<file path="src/core/ucb_pkg.sv">
// Package: register map, field layout and timing counts of the port control
package ucb_pkg;
  // Register indices (byte address = index * 4)
  localparam logic [2:0] IDX_CON0 = 3'h0;
  localparam logic [2:0] IDX_CON1 = 3'h1;
  localparam logic [2:0] IDX_CON2 = 3'h2;
  localparam logic [2:0] IDX_STAT = 3'h3;
  localparam logic [2:0] IDX_BRG  = 3'h4;
  localparam logic [2:0] IDX_TXB  = 3'h5;
  // Reset values
  localparam logic [7:0]  CON_RST = 8'h00;
  localparam logic [15:0] BRG_RST = 16'h0000;
  // Status bit positions
  localparam int ST_BRK  = 0;
  localparam int ST_IRQ  = 1;
  localparam int ST_IDLE = 2;
  localparam int ST_TXBE = 3;
  localparam int ST_TXBS = 4;
  localparam int ST_OVF  = 5;
  localparam int ST_RXBE = 6;
  // Mode encodings
  localparam logic [3:0] MD_ASYNC8 = 4'h0;
  localparam logic [3:0] MD_ASYNC7 = 4'h1;
  localparam logic [3:0] MD_ODD9   = 4'h2;
  localparam logic [3:0] MD_EVEN9  = 4'h3;
  localparam logic [3:0] MD_ADDR9  = 4'h4;
  localparam logic [3:0] MD_DALID  = 4'h8;
  localparam logic [3:0] MD_DALIG  = 4'h9;
  localparam logic [3:0] MD_DMX    = 4'hA;
  localparam logic [3:0] MD_LINS   = 4'hB;
  localparam logic [3:0] MD_LINM   = 4'hC;
  // Stop and flow encodings
  localparam logic [1:0] STP_ONE  = 2'h0;
  localparam logic [1:0] STP_HALF = 2'h1;
  localparam logic [1:0] STP_TWO2 = 2'h2;
  localparam logic [1:0] STP_TWO1 = 2'h3;
  localparam logic [1:0] FLO_OFF  = 2'h0;
  localparam logic [1:0] FLO_XON  = 2'h1;
  localparam logic [1:0] FLO_HW   = 2'h2;
  // Timing counts in bit periods, baud clocks and sync edges
  localparam logic [8:0] BRK_BITS_ASYNC = 9'd11;
  localparam logic [8:0] BRK_BITS_DMX   = 9'd23;
  localparam logic [3:0] TX_BRK_ZEROS   = 4'd13;
  localparam logic [4:0] BCLK_FAST      = 5'd4;
  localparam logic [4:0] BCLK_NORM      = 5'd16;
  localparam logic [2:0] ABD_EDGES      = 3'd5;
  // Control register layouts
  typedef struct packed {
    logic       baud_speed_select;
    logic       autobaud_enable;
    logic       transmit_enable_bit;
    logic       receive_enable_bit;
    logic [3:0] mode;
  } ucb_con0_t;
  typedef struct packed {
    logic       on;
    logic [1:0] rsv1;
    logic       wake_enable;
    logic       break_irq_timing_select;
    logic       rsv0;
    logic       break_force_override;
    logic       send_break_request;
  } ucb_con1_t;
  typedef struct packed {
    logic       run_after_overflow;
    logic       rx_invert;
    logic [1:0] stop_bit_select;
    logic       checksum_mode_select;
    logic       tx_invert;
    logic [1:0] flow_control_select;
  } ucb_con2_t;
endpackage

</file>
<file path="src/core/ucb_uart_ctrl.sv">
// UART control registers, baud timing, break receive/send and wake logic
// Operation
// - Break after 11 bits, 23 in DMX
// - Break flag at minimum time or idle return
// - Sleep stops port; wake detect still runs
// - Four or sixteen baud clocks per bit
// - Autobaud waits sync, hardware clears enable
// - Autobaud enable ignored in DALI modes
// - Transmit enable forces pin drive while active
// - Transmit/receive enable clears never flush data buffers
// - Asynchronous mode field encodings
// - Protocol mode encodings, first port only
// - Port enable low holds port in reset
// - Wake waits falling edge, sets flag, clears
// - Break override forces TX non-idle
// - Send break precedes next written byte
// - Send break read-only in protocol modes
// - Overflow halts receive unless run enabled
// - Receive polarity inversion, idle low
// - Stop-bit field encodings
// - Only DMX/DALI check every stop bit
// - Checksum select meaning per mode
// - Transmit polarity inversion, idle low
// - Flow control field encodings
// - Receive idle status reports line activity
`timescale 1ns/1ps
`default_nettype none
module ucb_uart_ctrl #(
  parameter bit FIRST_PORT = 1'b1
) (
  // Clock and reset
  input  wire logic        clk,
  input  wire logic        rst,
  // Wishbone slave
  input  wire logic        wb_cyc_i,
  input  wire logic        wb_stb_i,
  input  wire logic        wb_we_i,
  input  wire logic [4:2]  wb_adr_i,
  input  wire logic [3:0]  wb_sel_i,
  input  wire logic [31:0] wb_dat_i,
  output logic [31:0]      wb_dat_o,
  output logic             wb_ack_o,
  // Serial pins and system
  input  wire logic        rxPin,
  input  wire logic        sleepReq,
  input  wire logic        portDriveEn,
  input  wire logic        rxOverflow,
  output logic             txPin,
  output logic             txOe,
  // Status towards the rest of the port
  output logic             uartIrqFlag,
  output logic             rxFlush,
  output logic             stopCheckAll,
  output logic             chkInclId,
  output logic             chkEnable,
  output logic             flowXon,
  output logic             txDriveEn
);
  typedef enum logic [4:0] {
    TX_IDLE  = 5'b0_0001,
    TX_BRK   = 5'b0_0010,
    TX_START = 5'b0_0100,
    TX_DATA  = 5'b0_1000,
    TX_STOP  = 5'b1_0000
  } ucb_txst_t;

  ucb_pkg::ucb_con0_t con0_q, con0_d;
  ucb_pkg::ucb_con1_t con1_q, con1_d;
  ucb_pkg::ucb_con2_t con2_q, con2_d;
  logic [15:0] brg_q, brg_d;
  logic        ack_q;
  logic [31:0] rdat_q, rdat_d;
  logic        brkFlag_q, brkFlag_d, irqFlag_q, irqFlag_d;
  logic        ovf_q, ovf_d, rxFlush_q, rxFlush_d;
  logic        rxS1_q, rxS2_q, rxLast_q;
  logic [15:0] brgCnt_q, brgCnt_d;
  logic [8:0]  spCnt_q, spCnt_d;
  logic        brkSeen_q, brkSeen_d, idle_q, idle_d;
  logic [2:0]  abdEdg_q, abdEdg_d;
  ucb_txst_t   txSt_q, txSt_d;
  logic [7:0]  txHold_q, txHold_d, txSh_q, txSh_d;
  logic        txPend_q, txPend_d, txLvl_q, txLvl_d;
  logic        txBrk_q, txBrk_d;
  logic [4:0]  txSub_q, txSub_d;
  logic [3:0]  txBit_q, txBit_d;
  logic        wbReq, wbWr, lane0, run, portRst;
  logic        rxLine, fallEdge, spaceNow, rxHalt, protoMode;
  logic        baudTick, abdOn, dmxMode, daliMode, linMode;
  logic [4:0]  perBit, stopLim;
  logic [8:0]  brkLim;
  logic        txbWr, txFlush, bitEnd, sendbClr;

  // Port runs only when enabled and awake
  assign portRst  = ~con1_q.on;
  assign run      = con1_q.on & ~sleepReq;
  assign wbReq    = wb_cyc_i & wb_stb_i & ~ack_q;
  assign wbWr     = wbReq & wb_we_i;
  assign lane0    = wb_sel_i[0];
  assign txbWr    = wbWr & lane0 & (wb_adr_i == ucb_pkg::IDX_TXB);
  assign txFlush  = wbWr & lane0 & (wb_adr_i == ucb_pkg::IDX_STAT) &
                    wb_dat_i[ucb_pkg::ST_TXBE];

  // Mode decode; protocol codes only exist on the first port
  assign protoMode = FIRST_PORT & con0_q.mode[3];
  assign daliMode  = protoMode & (con0_q.mode[3:1] ==
                     ucb_pkg::MD_DALID[3:1]);
  assign dmxMode   = protoMode & (con0_q.mode == ucb_pkg::MD_DMX);
  assign linMode   = protoMode & ((con0_q.mode == ucb_pkg::MD_LINS) |
                     (con0_q.mode == ucb_pkg::MD_LINM));
  assign abdOn     = con0_q.autobaud_enable & ~daliMode;
  assign perBit    = con0_q.baud_speed_select ? ucb_pkg::BCLK_FAST
                                 : ucb_pkg::BCLK_NORM;
  assign brkLim    = dmxMode ? ucb_pkg::BRK_BITS_DMX * {4'h0, perBit}
                   : ucb_pkg::BRK_BITS_ASYNC * {4'h0, perBit};

  // Line-format decodes handed to the shifters
  assign stopCheckAll = (dmxMode | daliMode) &
                        (con2_q.stop_bit_select == ucb_pkg::STP_TWO2);
  assign chkInclId = linMode & con2_q.checksum_mode_select;
  assign chkEnable = con2_q.checksum_mode_select;
  assign flowXon   = con2_q.flow_control_select == ucb_pkg::FLO_XON;
  assign txDriveEn = (con2_q.flow_control_select == ucb_pkg::FLO_HW) &
                     (txSt_q != TX_IDLE);
  assign uartIrqFlag = irqFlag_q;
  assign rxFlush     = rxFlush_q;

  // Register file next state; hardware sets beat software clears
  always_comb begin
    con0_d    = con0_q;
    con1_d    = con1_q;
    con2_d    = con2_q;
    brg_d     = brg_q;
    brkFlag_d = brkFlag_q;
    irqFlag_d = irqFlag_q;
    ovf_d     = ovf_q;
    rxFlush_d = 1'b0;
    if (wbWr && lane0) begin
      case (wb_adr_i)
        ucb_pkg::IDX_CON0: con0_d = wb_dat_i[7:0];
        ucb_pkg::IDX_CON1: begin
          con1_d = wb_dat_i[7:0];
          con1_d.rsv1 = 2'b00;
          con1_d.rsv0 = 1'b0;
          if (protoMode) begin
            con1_d.send_break_request = con1_q.send_break_request;
          end
        end
        ucb_pkg::IDX_CON2: con2_d = wb_dat_i[7:0];
        ucb_pkg::IDX_STAT: begin
          if (wb_dat_i[ucb_pkg::ST_BRK]) brkFlag_d = 1'b0;
          if (wb_dat_i[ucb_pkg::ST_IRQ]) irqFlag_d = 1'b0;
          if (wb_dat_i[ucb_pkg::ST_OVF]) ovf_d = 1'b0;
          rxFlush_d = wb_dat_i[ucb_pkg::ST_RXBE];
        end
        default: ;
      endcase
    end
    if (wbWr && (wb_adr_i == ucb_pkg::IDX_BRG)) begin
      if (lane0) brg_d[7:0] = wb_dat_i[7:0];
      if (wb_sel_i[1]) brg_d[15:8] = wb_dat_i[15:8];
    end
    // Auto-baud ends on the fifth falling edge of the sync byte
    if (run && abdOn && fallEdge &&
        abdEdg_q == ucb_pkg::ABD_EDGES - 3'd1) begin
      con0_d.autobaud_enable = 1'b0;
    end
    // Wake: first edge out of idle raises the flag, ends the wait
    if (con1_q.wake_enable && fallEdge) begin
      irqFlag_d  = 1'b1;
      con1_d.wake_enable = 1'b0;
    end
    if (sendbClr) con1_d.send_break_request = 1'b0;
    if (run && rxOverflow) ovf_d = 1'b1;
    if (run && con0_q.receive_enable_bit && !rxHalt && !con1_q.wake_enable) begin
      if (spaceNow && spCnt_q == brkLim && baudTick &&
          con1_q.break_irq_timing_select) begin
        brkFlag_d = 1'b1;
      end
      if (!spaceNow && brkSeen_q && !con1_q.break_irq_timing_select) begin
        brkFlag_d = 1'b1;
      end
    end
    if (portRst) begin
      brkFlag_d = 1'b0;
      ovf_d     = 1'b0;
    end
  end

  // Read mux; unmapped words read zero but still acknowledge
  always_comb begin
    rdat_d = 32'h0000_0000;
    case (wb_adr_i)
      ucb_pkg::IDX_CON0: rdat_d[7:0] = con0_q;
      ucb_pkg::IDX_CON1: rdat_d[7:0] = con1_q;
      ucb_pkg::IDX_CON2: rdat_d[7:0] = con2_q;
      ucb_pkg::IDX_STAT: begin
        rdat_d[ucb_pkg::ST_BRK]  = brkFlag_q;
        rdat_d[ucb_pkg::ST_IRQ]  = irqFlag_q;
        rdat_d[ucb_pkg::ST_IDLE] = idle_q;
        rdat_d[ucb_pkg::ST_TXBE] = ~txPend_q;
        rdat_d[ucb_pkg::ST_TXBS] = txSt_q != TX_IDLE;
        rdat_d[ucb_pkg::ST_OVF]  = ovf_q;
      end
      ucb_pkg::IDX_BRG: rdat_d[15:0] = brg_q;
      default: ;
    endcase
  end

  // Registers and the one-cycle bus acknowledge
  always_ff @(posedge clk or posedge rst) begin
    if (rst) begin
      con0_q    <= ucb_pkg::CON_RST;
      con1_q    <= ucb_pkg::CON_RST;
      con2_q    <= ucb_pkg::CON_RST;
      brg_q     <= ucb_pkg::BRG_RST;
      ack_q     <= 1'b0;
      rdat_q    <= 32'h0000_0000;
      brkFlag_q <= 1'b0;
      irqFlag_q <= 1'b0;
      ovf_q     <= 1'b0;
      rxFlush_q <= 1'b0;
    end else begin
      con0_q    <= con0_d;
      con1_q    <= con1_d;
      con2_q    <= con2_d;
      brg_q     <= brg_d;
      ack_q     <= wbReq;
      rdat_q    <= rdat_d;
      brkFlag_q <= brkFlag_d;
      irqFlag_q <= irqFlag_d;
      ovf_q     <= ovf_d;
      rxFlush_q <= rxFlush_d;
    end
  end
  assign wb_ack_o = ack_q;
  assign wb_dat_o = rdat_q;

  // Pin synchroniser; only the second stage feeds logic
  always_ff @(posedge clk or posedge rst) begin
    if (rst) begin
      rxS1_q   <= 1'b1;
      rxS2_q   <= 1'b1;
      rxLast_q <= 1'b1;
    end else begin
      rxS1_q   <= rxPin;
      rxS2_q   <= rxS1_q;
      rxLast_q <= rxLine;
    end
  end
  // Polarity applied before any space/idle decision
  assign rxLine   = rxS2_q ^ con2_q.rx_invert;
  assign spaceNow = ~rxLine;
  assign fallEdge = rxLast_q & ~rxLine;
  assign rxHalt   = ovf_q & ~con2_q.run_after_overflow;
  assign baudTick = run && (brgCnt_q == 16'h0000);

  // Baud counter, break timer, idle status and sync edge count
  always_comb begin
    brgCnt_d  = brgCnt_q;
    spCnt_d   = spCnt_q;
    brkSeen_d = brkSeen_q;
    abdEdg_d  = abdEdg_q;
    idle_d    = idle_q;
    if (run) begin
      brgCnt_d = baudTick ? brg_q : brgCnt_q - 16'h0001;
      if (!spaceNow || !con0_q.receive_enable_bit || rxHalt || con1_q.wake_enable) begin
        spCnt_d   = 9'h000;
        brkSeen_d = 1'b0;
      end else if (baudTick && spCnt_q != brkLim) begin
        spCnt_d = spCnt_q + 9'h001;
      end else if (baudTick) begin
        brkSeen_d = 1'b1;
      end
      if (!abdOn) begin
        abdEdg_d = 3'h0;
      end else if (fallEdge) begin
        abdEdg_d = abdEdg_q + 3'h1;
      end
      idle_d = rxLine && (abdEdg_q == 3'h0 || !abdOn) &&
               !brkSeen_q;
    end
    if (portRst) begin
      brgCnt_d  = 16'h0000;
      spCnt_d   = 9'h000;
      brkSeen_d = 1'b0;
      abdEdg_d  = 3'h0;
      idle_d    = 1'b1;
    end
  end

  always_ff @(posedge clk or posedge rst) begin
    if (rst) begin
      brgCnt_q  <= 16'h0000;
      spCnt_q   <= 9'h000;
      brkSeen_q <= 1'b0;
      abdEdg_q  <= 3'h0;
      idle_q    <= 1'b1;
    end else begin
      brgCnt_q  <= brgCnt_d;
      spCnt_q   <= spCnt_d;
      brkSeen_q <= brkSeen_d;
      abdEdg_q  <= abdEdg_d;
      idle_q    <= idle_d;
    end
  end

  // Transmitter: half-period limit only for the 1.5 stop case
  assign stopLim = (txSt_q == TX_STOP && txBit_q == 4'h1 &&
                   con2_q.stop_bit_select == ucb_pkg::STP_HALF) ?
                   perBit >> 1 : perBit;
  assign bitEnd  = baudTick && (txSub_q == stopLim - 5'd1);
  assign sendbClr = bitEnd && txBrk_q && txSt_q == TX_STOP;

  always_comb begin
    txSt_d   = txSt_q;
    txHold_d = txHold_q;
    txPend_d = txPend_q;
    txSh_d   = txSh_q;
    txLvl_d  = txLvl_q;
    txBrk_d  = txBrk_q;
    txSub_d  = txSub_q;
    txBit_d  = txBit_q;
    // Holding byte survives transmit/receive enable changes; only a flush or port reset drops it
    if (txbWr) begin
      txHold_d = wb_dat_i[7:0];
      txPend_d = 1'b1;
    end
    if (run) begin
      if (txSt_q != TX_IDLE && baudTick) begin
        txSub_d = bitEnd ? 5'h00 : txSub_q + 5'h01;
      end
      case (txSt_q)
        TX_IDLE: begin
          txLvl_d = 1'b1;
          if (txPend_q && con0_q.transmit_enable_bit) begin
            txSh_d   = txHold_q;
            txPend_d = txbWr;
            txSub_d  = 5'h00;
            txBit_d  = 4'h0;
            txLvl_d  = 1'b0;
            txBrk_d  = con1_q.send_break_request;
            txSt_d   = con1_q.send_break_request ? TX_BRK : TX_START;
          end
        end
        TX_BRK: if (bitEnd) begin
          txBit_d = txBit_q + 4'h1;
          if (txBit_q == ucb_pkg::TX_BRK_ZEROS - 4'h1) begin
            txLvl_d = 1'b1;
            txBit_d = 4'h0;
            txSt_d  = TX_STOP;
          end
        end
        TX_START: if (bitEnd) begin
          txLvl_d = txSh_q[0];
          txBit_d = 4'h0;
          txSt_d  = TX_DATA;
        end
        TX_DATA: if (bitEnd) begin
          txSh_d  = {1'b0, txSh_q[7:1]};
          txLvl_d = txSh_q[1];
          txBit_d = txBit_q + 4'h1;
          if (txBit_q == ((con0_q.mode == ucb_pkg::MD_ASYNC7) ?
                          4'h6 : 4'h7)) begin
            txLvl_d = 1'b1;
            txBit_d = 4'h0;
            txSt_d  = TX_STOP;
          end
        end
        TX_STOP: if (bitEnd) begin
          txBit_d = txBit_q + 4'h1;
          if (txBrk_q) begin
            txBrk_d = 1'b0;
            txLvl_d = 1'b0;
            txBit_d = 4'h0;
            txSt_d  = TX_START;
          end else if (txBit_q == 4'h1 ||
                       con2_q.stop_bit_select == ucb_pkg::STP_ONE) begin
            txSt_d = TX_IDLE;
          end
        end
        default: txSt_d = TX_IDLE;
      endcase
    end
    if (txFlush || portRst) begin
      txSt_d   = TX_IDLE;
      txPend_d = 1'b0;
      txLvl_d  = 1'b1;
      txBrk_d  = 1'b0;
    end
  end

  always_ff @(posedge clk or posedge rst) begin
    if (rst) begin
      txSt_q   <= TX_IDLE;
      txHold_q <= 8'h00;
      txPend_q <= 1'b0;
      txSh_q   <= 8'h00;
      txLvl_q  <= 1'b1;
      txBrk_q  <= 1'b0;
      txSub_q  <= 5'h00;
      txBit_q  <= 4'h0;
    end else begin
      txSt_q   <= txSt_d;
      txHold_q <= txHold_d;
      txPend_q <= txPend_d;
      txSh_q   <= txSh_d;
      txLvl_q  <= txLvl_d;
      txBrk_q  <= txBrk_d;
      txSub_q  <= txSub_d;
      txBit_q  <= txBit_d;
    end
  end

  // Override beats the shifter; polarity applied last
  assign txPin = (txLvl_q & ~con1_q.break_force_override) ^ con2_q.tx_invert;
  assign txOe  = (con0_q.transmit_enable_bit && txSt_q != TX_IDLE) ? 1'b1
               : portDriveEn;

  // Checks beside the logic
  property p_brkImm;
    @(posedge clk) disable iff (rst)
    (run && con0_q.receive_enable_bit && !rxHalt && !con1_q.wake_enable && spaceNow &&
     spCnt_q == brkLim && baudTick && con1_q.break_irq_timing_select)
    |=> brkFlag_q;
  endproperty
  a_brkImm: assert property (p_brkImm) else $error("break flag late");
  property p_brkEnd;
    @(posedge clk) disable iff (rst)
    (brkFlag_q == 1'b0 && $rose(brkFlag_q) == 1'b0 && !con1_q.break_irq_timing_select
     && spaceNow) |=> !brkFlag_q || $past(wbWr);
  endproperty
  a_brkEnd: assert property (p_brkEnd) else $error("break flag early");
  property p_brkLen;
    @(posedge clk) disable iff (rst)
    $rose(brkSeen_q) |-> spCnt_q == brkLim;
  endproperty
  a_brkLen: assert property (p_brkLen) else $error("break length");
  property p_wake;
    @(posedge clk) disable iff (rst)
    (con1_q.wake_enable && fallEdge) |=> (irqFlag_q && !con1_q.wake_enable);
  endproperty
  a_wake: assert property (p_wake) else $error("wake missed");
  property p_off;
    @(posedge clk) disable iff (rst)
    portRst |=> (txSt_q == TX_IDLE && !brkFlag_q);
  endproperty
  a_off: assert property (p_off) else $error("port not reset");
  property p_sleep;
    @(posedge clk) disable iff (rst)
    sleepReq |=> $stable(txSt_q) || portRst || $past(txFlush);
  endproperty
  a_sleep: assert property (p_sleep) else $error("runs in sleep");
  property p_oe;
    @(posedge clk) disable iff (rst)
    (con0_q.transmit_enable_bit && txSt_q != TX_IDLE) |-> txOe;
  endproperty
  a_oe: assert property (p_oe) else $error("tx not driven");
  property p_ovr;
    @(posedge clk) disable iff (rst)
    con1_q.break_force_override |-> txPin == con2_q.tx_invert;
  endproperty
  a_ovr: assert property (p_ovr) else $error("override lost");
  property p_sendbRo;
    @(posedge clk) disable iff (rst)
    (protoMode && !sendbClr) |=> con1_q.send_break_request == $past(con1_q.send_break_request);
  endproperty
  a_sendbRo: assert property (p_sendbRo) else $error("send_break_request wrote");
  property p_abdDali;
    @(posedge clk) disable iff (rst)
    daliMode |=> abdEdg_q == 3'h0 || portRst;
  endproperty
  a_abdDali: assert property (p_abdDali) else $error("abd in dali");
  c_brk: cover property (@(posedge clk) $rose(brkFlag_q));
  c_wake: cover property (@(posedge clk) $fell(con1_q.wake_enable));
  c_sbrk: cover property (@(posedge clk) sendbClr);
endmodule
`default_nettype wire

</file>
<file path="config.mk">
export PLATFORM = sky130hd
export DESIGN_NAME = ucb_uart_ctrl
export DESIGN_NICKNAME = d
export VERILOG_FILES = /design/src/core/ucb_pkg.sv /design/src/core/ucb_uart_ctrl.sv
export SDC_FILE = /design/constraint.sdc
export NUM_CORES = 1
export LEC_CHECK = 0
export BUFFER_PORTS_ARGS = -buffer_cell sky130_fd_sc_hd__buf_2
export CAP_MARGIN = 20
export CORE_ASPECT_RATIO = 1.75
export CORE_MARGIN = 1.5
export CORE_UTILIZATION = 50
export CTS_BUF_LIST = sky130_fd_sc_hd__clkbuf_2 sky130_fd_sc_hd__clkbuf_4 sky130_fd_sc_hd__clkbuf_8
export DETAILED_ROUTE_END_ITERATION = 12
export PLACE_DENSITY = 0.71
export SLEW_MARGIN = 15
export SYNTH_ARGS = -nofsm -noshare
export SYNTH_HDL_FRONTEND = slang
export SYNTH_SLANG_ARGS = --single-unit
</file>
<file path="constraint.sdc">
create_clock -name clk -period 3.9 [get_ports clk]
set_input_delay 0.195 -clock clk [delete_from_list [all_inputs] [get_ports clk]]
set_output_delay 0.195 -clock clk [all_outputs]
set_load 0.01 [all_outputs]
</file>
==> results of run 1 <==
cells by family (layout without fill, tap and decap cells):
group | after synthesis | count (layout) | share of synthesized area (%)
mux | 57 | 57 | 9.95
xor+xnor | 10 | 10 | 1.32
fa+ha+maj | 9 | 9 | 1.69
simple gates | 216 | 216 | 17.6
compound gates | 155 | 155 | 17.3
other cells | 1 | 16 | 0.0564
buf+inv | 73 | 140 | 5.30
flops | 124 | 124 | 46.8
registers in the layout, summed over array words and instances, names as in the netlist, 3 cells and up:
name and cells:
con2_q 7, txSub_q 5, wb_dat_o 16, abdEdg_q 3, spCnt_q 9, txSh_q 8, txBit_q 4, txHold_q 8
con1_q 5, con0_q 8, brgCnt_q 16, txSt_q 5, brg_q 16
cell usage after synthesis, types with 12 or more instances:
| cell type | number |
|---|---|
| a21oi_1 | 23 |
| and2_1 | 12 |
| buf_4 | 16 |
| clkbuf_1 | 15 |
| dfrtp_1 | 118 |
| inv_1 | 36 |
| mux2_2 | 39 |
| mux2i_1 | 14 |
| nand2_1 | 53 |
| nand3_1 | 13 |
| nor2_1 | 50 |
| nor3_1 | 14 |
| o21ai_0 | 32 |
through the flow:
stage                     hold WS [ps]  total power [mW]  utilization, %  area [um^2]  std cells
after detailed placement           303              2.83            54.5         7050        858
after CTS                         37.8              4.04            58.4         7560        898
after floorplan                    199              2.53               -         6710        660
after global placement             300              2.78            54.5         7050        858
final                             62.8              4.03            58.4         7560        898
after global routing              52.3              4.24            58.4         7560        898
power breakdown:
group / switching, mW / total (mW) / internal [mW]
Clock: 0.494 / 1.19 / 0.695
Sequential: 0.238 / 1.73 / 1.50
Combinational: 0.632 / 1.10 / 0.472
Total: 1.36 / 4.03 / 2.66
worst min-delay path by stage:
stage	slack (ps)	endpoint
floorplan	200	rxS1_q
CTS	40	con2_q[5]
finish	60	con0_q[6]
global placement	300	rxS1_q
detailed placement	300	rxS1_q
global route	50	con0_q[6]
layer usage:
| layer | vias up | track usage (%) | share of wire [%] |
|---|---|---|---|
| met5 | - | 0 | 0 |
| met4 | 0 | 14.5 | 4.6 |
| met3 | 57 | 5.31 | 4.3 |
| met2 | 187 | 45.8 | 53 |
| met1 | 2646 | 27.7 | 38 |
| li1 | 2464 | - | - |
critical path, cell delays in order (launching register included):
cell and delay (ps):
dfrtp_1 410, inv_1 90, ha_1 240, nor2b_1 480, nand4b_4 240, or2_1 640, a2111oi_2 490, xnor2_1 160
nor2_1 60
area by class of cell:
class                      count  area, um^2
timing repair buffer          74         443
clock inverter                 8         115
inverter                      36         138
tap                          171         214
multi-input combinational    463        3240
sequential                   124        3110
clock buffer                  22         297
fill                        1152        5380
==> results by stage, run 1 <==
Routing:
- In this run the remaining antenna-violating nets after routing total 0.
- The count of TritonRoute iterations in the first routing pass is 6.
- The mean routed wirelength per cell is 19.0 um.
- Across all layers, the routed design uses 5354 vias.
- After the first detailed-routing iteration, the DRC count stood at between 200 and 300.
- The number of design rule violations left after detail routing is 0.
- The via density per instance is 5.96.
- The final layout contains routed wiring with a total length of 17.1 mm.

Clocking:
- The root buffer cell chosen for the clock tree is clkbuf_8.
- TritonCTS built the clock tree.
- The number of clock buffers added by TritonCTS is 17.
- Clock latency on the worst-skew pair, taken at its later pin, is 440 ps.
- The number of setup buffers added after CTS is 0.
- Counting every sink on the clock net gives 124.
- Once the clock tree was built, the resizer swapped 0 gates to a different size.
- In this run, post-CTS hold repair placed 10 buffers.
- The clock edge transition at the registers on the reported setup and hold paths is 70 ps.
- Counting along the longest clock path gives a buffer depth of 2.
- The number of levels in the clock H-tree is 4.

Logic synthesis:
- The top-area cell type share of the netlist area is 44.4%.
- After synthesis the netlist holds a flip-flop and latch count of roughly 120.
- The synthesized instance count is roughly 650.
- The most common flop cell mapped by yosys is dfrtp_1.
- Yosys printed 0 warnings.
- The mean area per synthesized cell is roughly 10 um^2.
- The count of flip-flops with a built-in enable after synthesis is 0.
- Summed over all instances, the cell type with the most area after synthesis is dfrtp_1.
- The cell area that synthesis handed to floorplanning was ~6700 um^2.
- The share of the Yosys chip area taken by registers is between 40% and 50%.
- After synthesis, the cell types taking the most area are dfrtp_1 44%, mux2_2 6.6%, nand2_1 3.0%.
- The share of synthesized flip-flops with an asynchronous set or reset is 100%.
- The number of different library cells in the post-synthesis netlist is 80.

Placement:
- At the end of routability-driven placement, the weighted congestion stood at between 0.8 and 0.9.
- Detailed placement finished with a half-perimeter wire length of 12.5 mm.
- The number of buffer cells added on primary ports is 55.
- The placement-stage worst setup slack is 994 ps.

Timing:
- Static timing analysis puts the maximum clock frequency at 339 MHz.
- The minimum period implied by the final worst setup slack is approximately 3000 ps.
- The final-report setup violation count is 0.
- In the final timing run, aggregate negative setup slack is 0 ps.
- At the pin with the least slew margin, the transition time is 1010 ps.
- Measured against its own limit, the worst slew margin works out to 32.7%.
- The final count of hold timing violations came to 0.
- The clock arrives with 8.33 ps of skew.
- The final-report max-slew violation count was 0.
- In the post-route analysis, the smallest setup slack over all paths is 947 ps.
- Setup repair after global routing left no endpoint under its margin.
- The final clock period utilization by the worst path is 75.7%.

Worst hold path:
- The worst hold path begins at wb_dat_i[6].
- The type of the tightest min-delay check is primary input to flop.
- The worst hold path passes through 3 cells.

Floorplan:
- The horizontal extent of the die is approximately 90 um.
- The region available for standard cell placement spans 12900 um^2.
- For this configuration, the core starts out at a cell density of 51.4%.
- The floorplan has 55 rows.
- 90 I/O pins were placed.
- The die extent in y is 156 um.
- The floorplan die area is around 14000 um^2.

Global route:
- The pin count of the biggest net entering global routing is 70.
- The initial antenna violation count is 0.
- For this run the aggregate overflow at the end of global routing stands at 0.
- The global-route total usage across every layer is approximately a quarter.
- The via count of the first global-routing pass is between 5k and 6k.
- The first global-routing pass estimated 27.8 mm of wire.

Final layout:
- The top cell types in the final layout, fill and taps aside, are 118 x dfrtp_1, 55 x buf_2, 53 x nand2_1.
- The commonest non-fill, non-tap cell in the layout is dfrtp_1.
- The relative area change from synthesis to final layout is 13.7%.
- The repair_antennas step left the layout with diodes totalling 0.
- Of the cells placed in the final design, the portion with a size suffix greater than 1 is 23.8%.
- At the end of the flow, the number of nets in the layout was 773.

Power:
- The leakage power of the design is around 3.5 nW.
- The worst IR drop on VDD is 311 uV.
- The power per standard cell area is 533 nW/um^2.

Setup path:
- The depth of the most critical reg-to-reg path is 8.
- The critical path arrival is 3250 ps.
- Following the worst setup path forward leads to its endpoint at spCnt_q[4].
- In this run the worst path has a maximum fanout of 20.
- The launching element type of the critical path is a flop.
- The register-to-register setup slack is about 950 ps.
- The worst register-to-register path ends at spCnt_q[4].
- STA classifies the critical path endpoint as a flop.
- The startpoint identified for the worst register-to-register timing path is brgCnt_q[0].
- The data required time at the worst endpoint is about 4200 ps.
- The critical path starts at brgCnt_q[0].
- The critical path is of the flop to flop type.

Status:
- The flow ran to the end, and the final reports show no timing, DRC or antenna violations.

Run:
- The number of violations of the max-capacitance limit is 0.
Note: power is estimated with default switching activity, not from simulation.
==> inputs of run 2 (changes only) <==
- clock period: 3.9 -> 3 ns (I/O delays scaled with it)
==> results by stage, run 2 (synthesis gave the netlist of run 1 again) <==
Power:
- The internal power summed over all cells is 3.41 mW (+28%).
- The register share of total power is 43.5% (+0.4 points).
- The switching part of the total power is 34.3% (+0.44 points).
- The leakage power of the design came to 3.49 nW (+1.0%).
- The power spent charging and discharging nets is 1.78 mW (+30%).
- The power per standard cell area came to 679 nW/um^2 (+27%).
- The portion of total power attributed to combinational logic was 27.8% (+0.4 points).
- The worst IR drop on VDD came to 380 uV (+22%).
- The share of total power in the clock network is 28.7% (-0.8 points).
- The final total power was 5.19 mW (+29%).

Global route:
- The first-pass GRT wire length is 27.8 mm (about the same).
- The global routing met2 resource utilization is 45.5% (-0.32 points).
- The global routing's busiest layer is met2.
- The met1 track demand over resource came to 27.8% (+0.10 points).
- The aggregate global routing overflow is 0 (unchanged).
- The initial antenna violation count is 0 (unchanged).
- The global-route total usage across every layer is 25.3% (-0.23 points).
- The met3 track utilization from global routing is 4.09% (-1.2 points).
- The via count of the first global-routing pass is 5457 (-1.6%).
- The pin count of the biggest net entering global routing is 86 (+23%).

Clocking:
- The number of instances resized during post-cts repair was 0 (unchanged).
- The number of buffers on the longest clock path is 2 (unchanged).
- The later-pin clock latency in the skew report is 450 ps (about the same).
- The setup fix buffers added after clock tree synthesis is 0 (unchanged).
- The number of buffers created by CTS is 17 (unchanged).
- The clock tree from TritonCTS is done.
- The number of levels in the clock H-tree is 4 (unchanged).
- The tree is rooted in a clkbuf_8.
- The number of buffers inserted for hold repair after clock tree synthesis is 11 (+1).
- The clock edge transition at the registers on the reported setup and hold paths is 70 ps (about the same).
- The clock net sink count was 124 (unchanged).

Setup path:
- The launching element type of the critical path is a flop.
- The register-to-register setup slack is 370 ps (-580 ps).
- The maximum net fanout on the critical path was 8 (-60%).
- In this run the critical register-to-register path is captured at txSh_q[7].
- The depth of the most critical reg-to-reg path came to 6 (-2).
- The critical path starts at brgCnt_q[2].
- The critical path arrival was 2930 ps (-320 ps).
- The startpoint-to-endpoint class of the critical path is flop to flop.
- The data required time at the worst endpoint came to 3300 ps (-890 ps).
- The capture point of the critical path is txSh_q[7].
- The reg-to-reg critical path startpoint is brgCnt_q[2].
- The endpoint type of the worst setup path is a flop.

Placement:
- The half-perimeter wire length of the detailed placement result was 12.3 mm (-1.1%).
- The placement-stage worst setup slack is 405 ps (-590 ps).
- The number of buffer cells added on primary ports came to 55 (unchanged).
- The final weighted congestion of routability-driven global placement is 0.854 (-4.2%).

Floorplan:
- The horizontal extent of the die is 90.2 um (unchanged).
- The number of ports placed on the die boundary is 90 (unchanged).
- The core area is 12900 um^2 (unchanged).
- The total number of placement rows is 55 (unchanged).
- The die extent in y is 156 um (unchanged).
- The floorplan die area is 14000 um^2 (unchanged).
- The starting density of the core is 51.4% (unchanged).

Worst hold path:
- The type of the tightest min-delay check is primary input to flop.
- In this run the most critical hold path is launched from wb_dat_i[2].

Timing:
- The worst clock skew on the final layout is 16.1 ps (+7.78 ps).
- The worst hold slack was 11.7 ps (-51.1 ps).
- The final setup slack of the worst path is 371 ps (-575 ps).
- The measured slew at the worst slew-check pin is 827 ps (-182 ps).
- The final-report max-slew violation count is 0 (unchanged).
- The final count of hold timing violations came to 0 (unchanged).
- The final-report setup violation count is 0 (unchanged).
- The minimum period implied by the final worst setup slack is 2630 ps (-325 ps).
- The achievable frequency was 380 MHz (+12%).
- The final clock period utilization by the worst path came to 87.6% (+12 points).
- Setup repair after global routing left no endpoint under its margin.
- The tightest slew margin relative to the limit was 44.8% (+12 points).
- The accumulated negative setup slack was 0 ps (unchanged).

Status:
- The run finished with clean final reports.

Routing:
- The mean routed wirelength per cell is 18.4 um (-3.0%).
- The remaining number of nets flagged by the antenna check after routing is 0 (unchanged).
- The violation count after the first detailed-routing iteration came to 282 (+1.1%).
- The routed wire length is 16.8 mm (-1.7%).
- The count of TritonRoute iterations in the first routing pass came to 5 (-1).
- The total vias in the final route is 5373 (+0.35%).
- The number of design rule violations left after detail routing is 0 (unchanged).
- The via density per instance came to 5.90 (-0.97%).

Final layout:
- Compared with the post-synthesis result, the final layout area differs by 14.9%.
- The net count reported at finish is 783 (+1.3%).
- The antenna cell count came to 0 (unchanged).
- The library cells used most frequently in the layout, excluding fill and tap cells, are 118 x dfrtp_1, 55 x buf_2, 53 x nand2_1.
- The filler cell count in the final layout is 1163 (+0.95%).
- The layout cell share with drive strength beyond 1 is 24.9% (+1.1 points).
- Leaving out fill and tap cells, the most frequent cell in the layout is dfrtp_1.
- The register cell area after layout came to 3110 um^2 (unchanged).
- The combined area of the multi-input logic cells is 3240 um^2 (unchanged).

Run:
- The number of violations of the max-capacitance limit is 0 (unchanged).
run 2: cell count changes in the layout (fill, tap and decap cells not counted):
cell,before,now
buf_4,9,17
clkbuf_4,1,6
clkinvlp_4,0,4
clkinv_2,5,2
clkbuf_8,21,19
buf_12,0,1
bufinv_16,3,2
dlygate4sd3_1,10,11
inv_4,1,0
run 2: cell type report:
| cell class | instances | area share, % |
|---|---|---|
| clock buffers | 25 | 4.01 |
| clock inverters | 7 | 1.21 |
| multi-input cells | 463 | 42.5 |
| inverters | 36 | 1.82 |
| flip-flops and latches | 124 | 40.7 |
| well taps | 171 | 2.80 |
| repair buffers | 84 | 6.98 |
run 2: power groups by stage:
stage	Clock (mW)	Sequential [mW]	Combinational (mW)
final	1.49	2.25	1.44
after global routing	1.58	2.29	1.59
after CTS	1.51	2.25	1.44
after detailed placement	0	2.28	1.42
after global placement	0	2.26	1.38
after floorplan	0	2.18	1.10
run 2: how the worst min path moves through the flow:
stage | slack, ps | depth (start not counted) | endpoint
after floorplan | 150 | 0 | rxS1_q
after global placement | 260 | 1 | rxS1_q
after detailed placement | 260 | 1 | rxS1_q
after CTS | 8 | 3 | con0_q[6]
after global routing | 20 | 3 | con0_q[6]
final | 10 | 2 | brg_q[2]
run 2: stage by stage:
stage	std cells	utilization, %	instance area (um^2)
2_1_floorplan	660	-	6710
3_3_place_gp	867	55.1	7130
3_5_place_dp	867	55.1	7130
4_1_cts	910	59.1	7640
5_1_grt	910	59.1	7640
6_report	910	59.1	7640
run 2: per-layer routing:
| layer | wire length, um | vias to the layer above |
|---|---|---|
| met5 | 0 | - |
| met3 | 763 | 47 |
| met1 | 6260 | 2647 |
| li1 | - | 2480 |
| met2 | 8980 | 199 |
| met4 | 772 | 0 |
run 2: worst max-delay path, stage by stage, from the launching register on:
cell and delay [ps]:
dfrtp_1 470, nor4_4 520, nand4b_4 220, nor3_1 390, o211ai_2 300, a21oi_2 430, o22ai_1 160
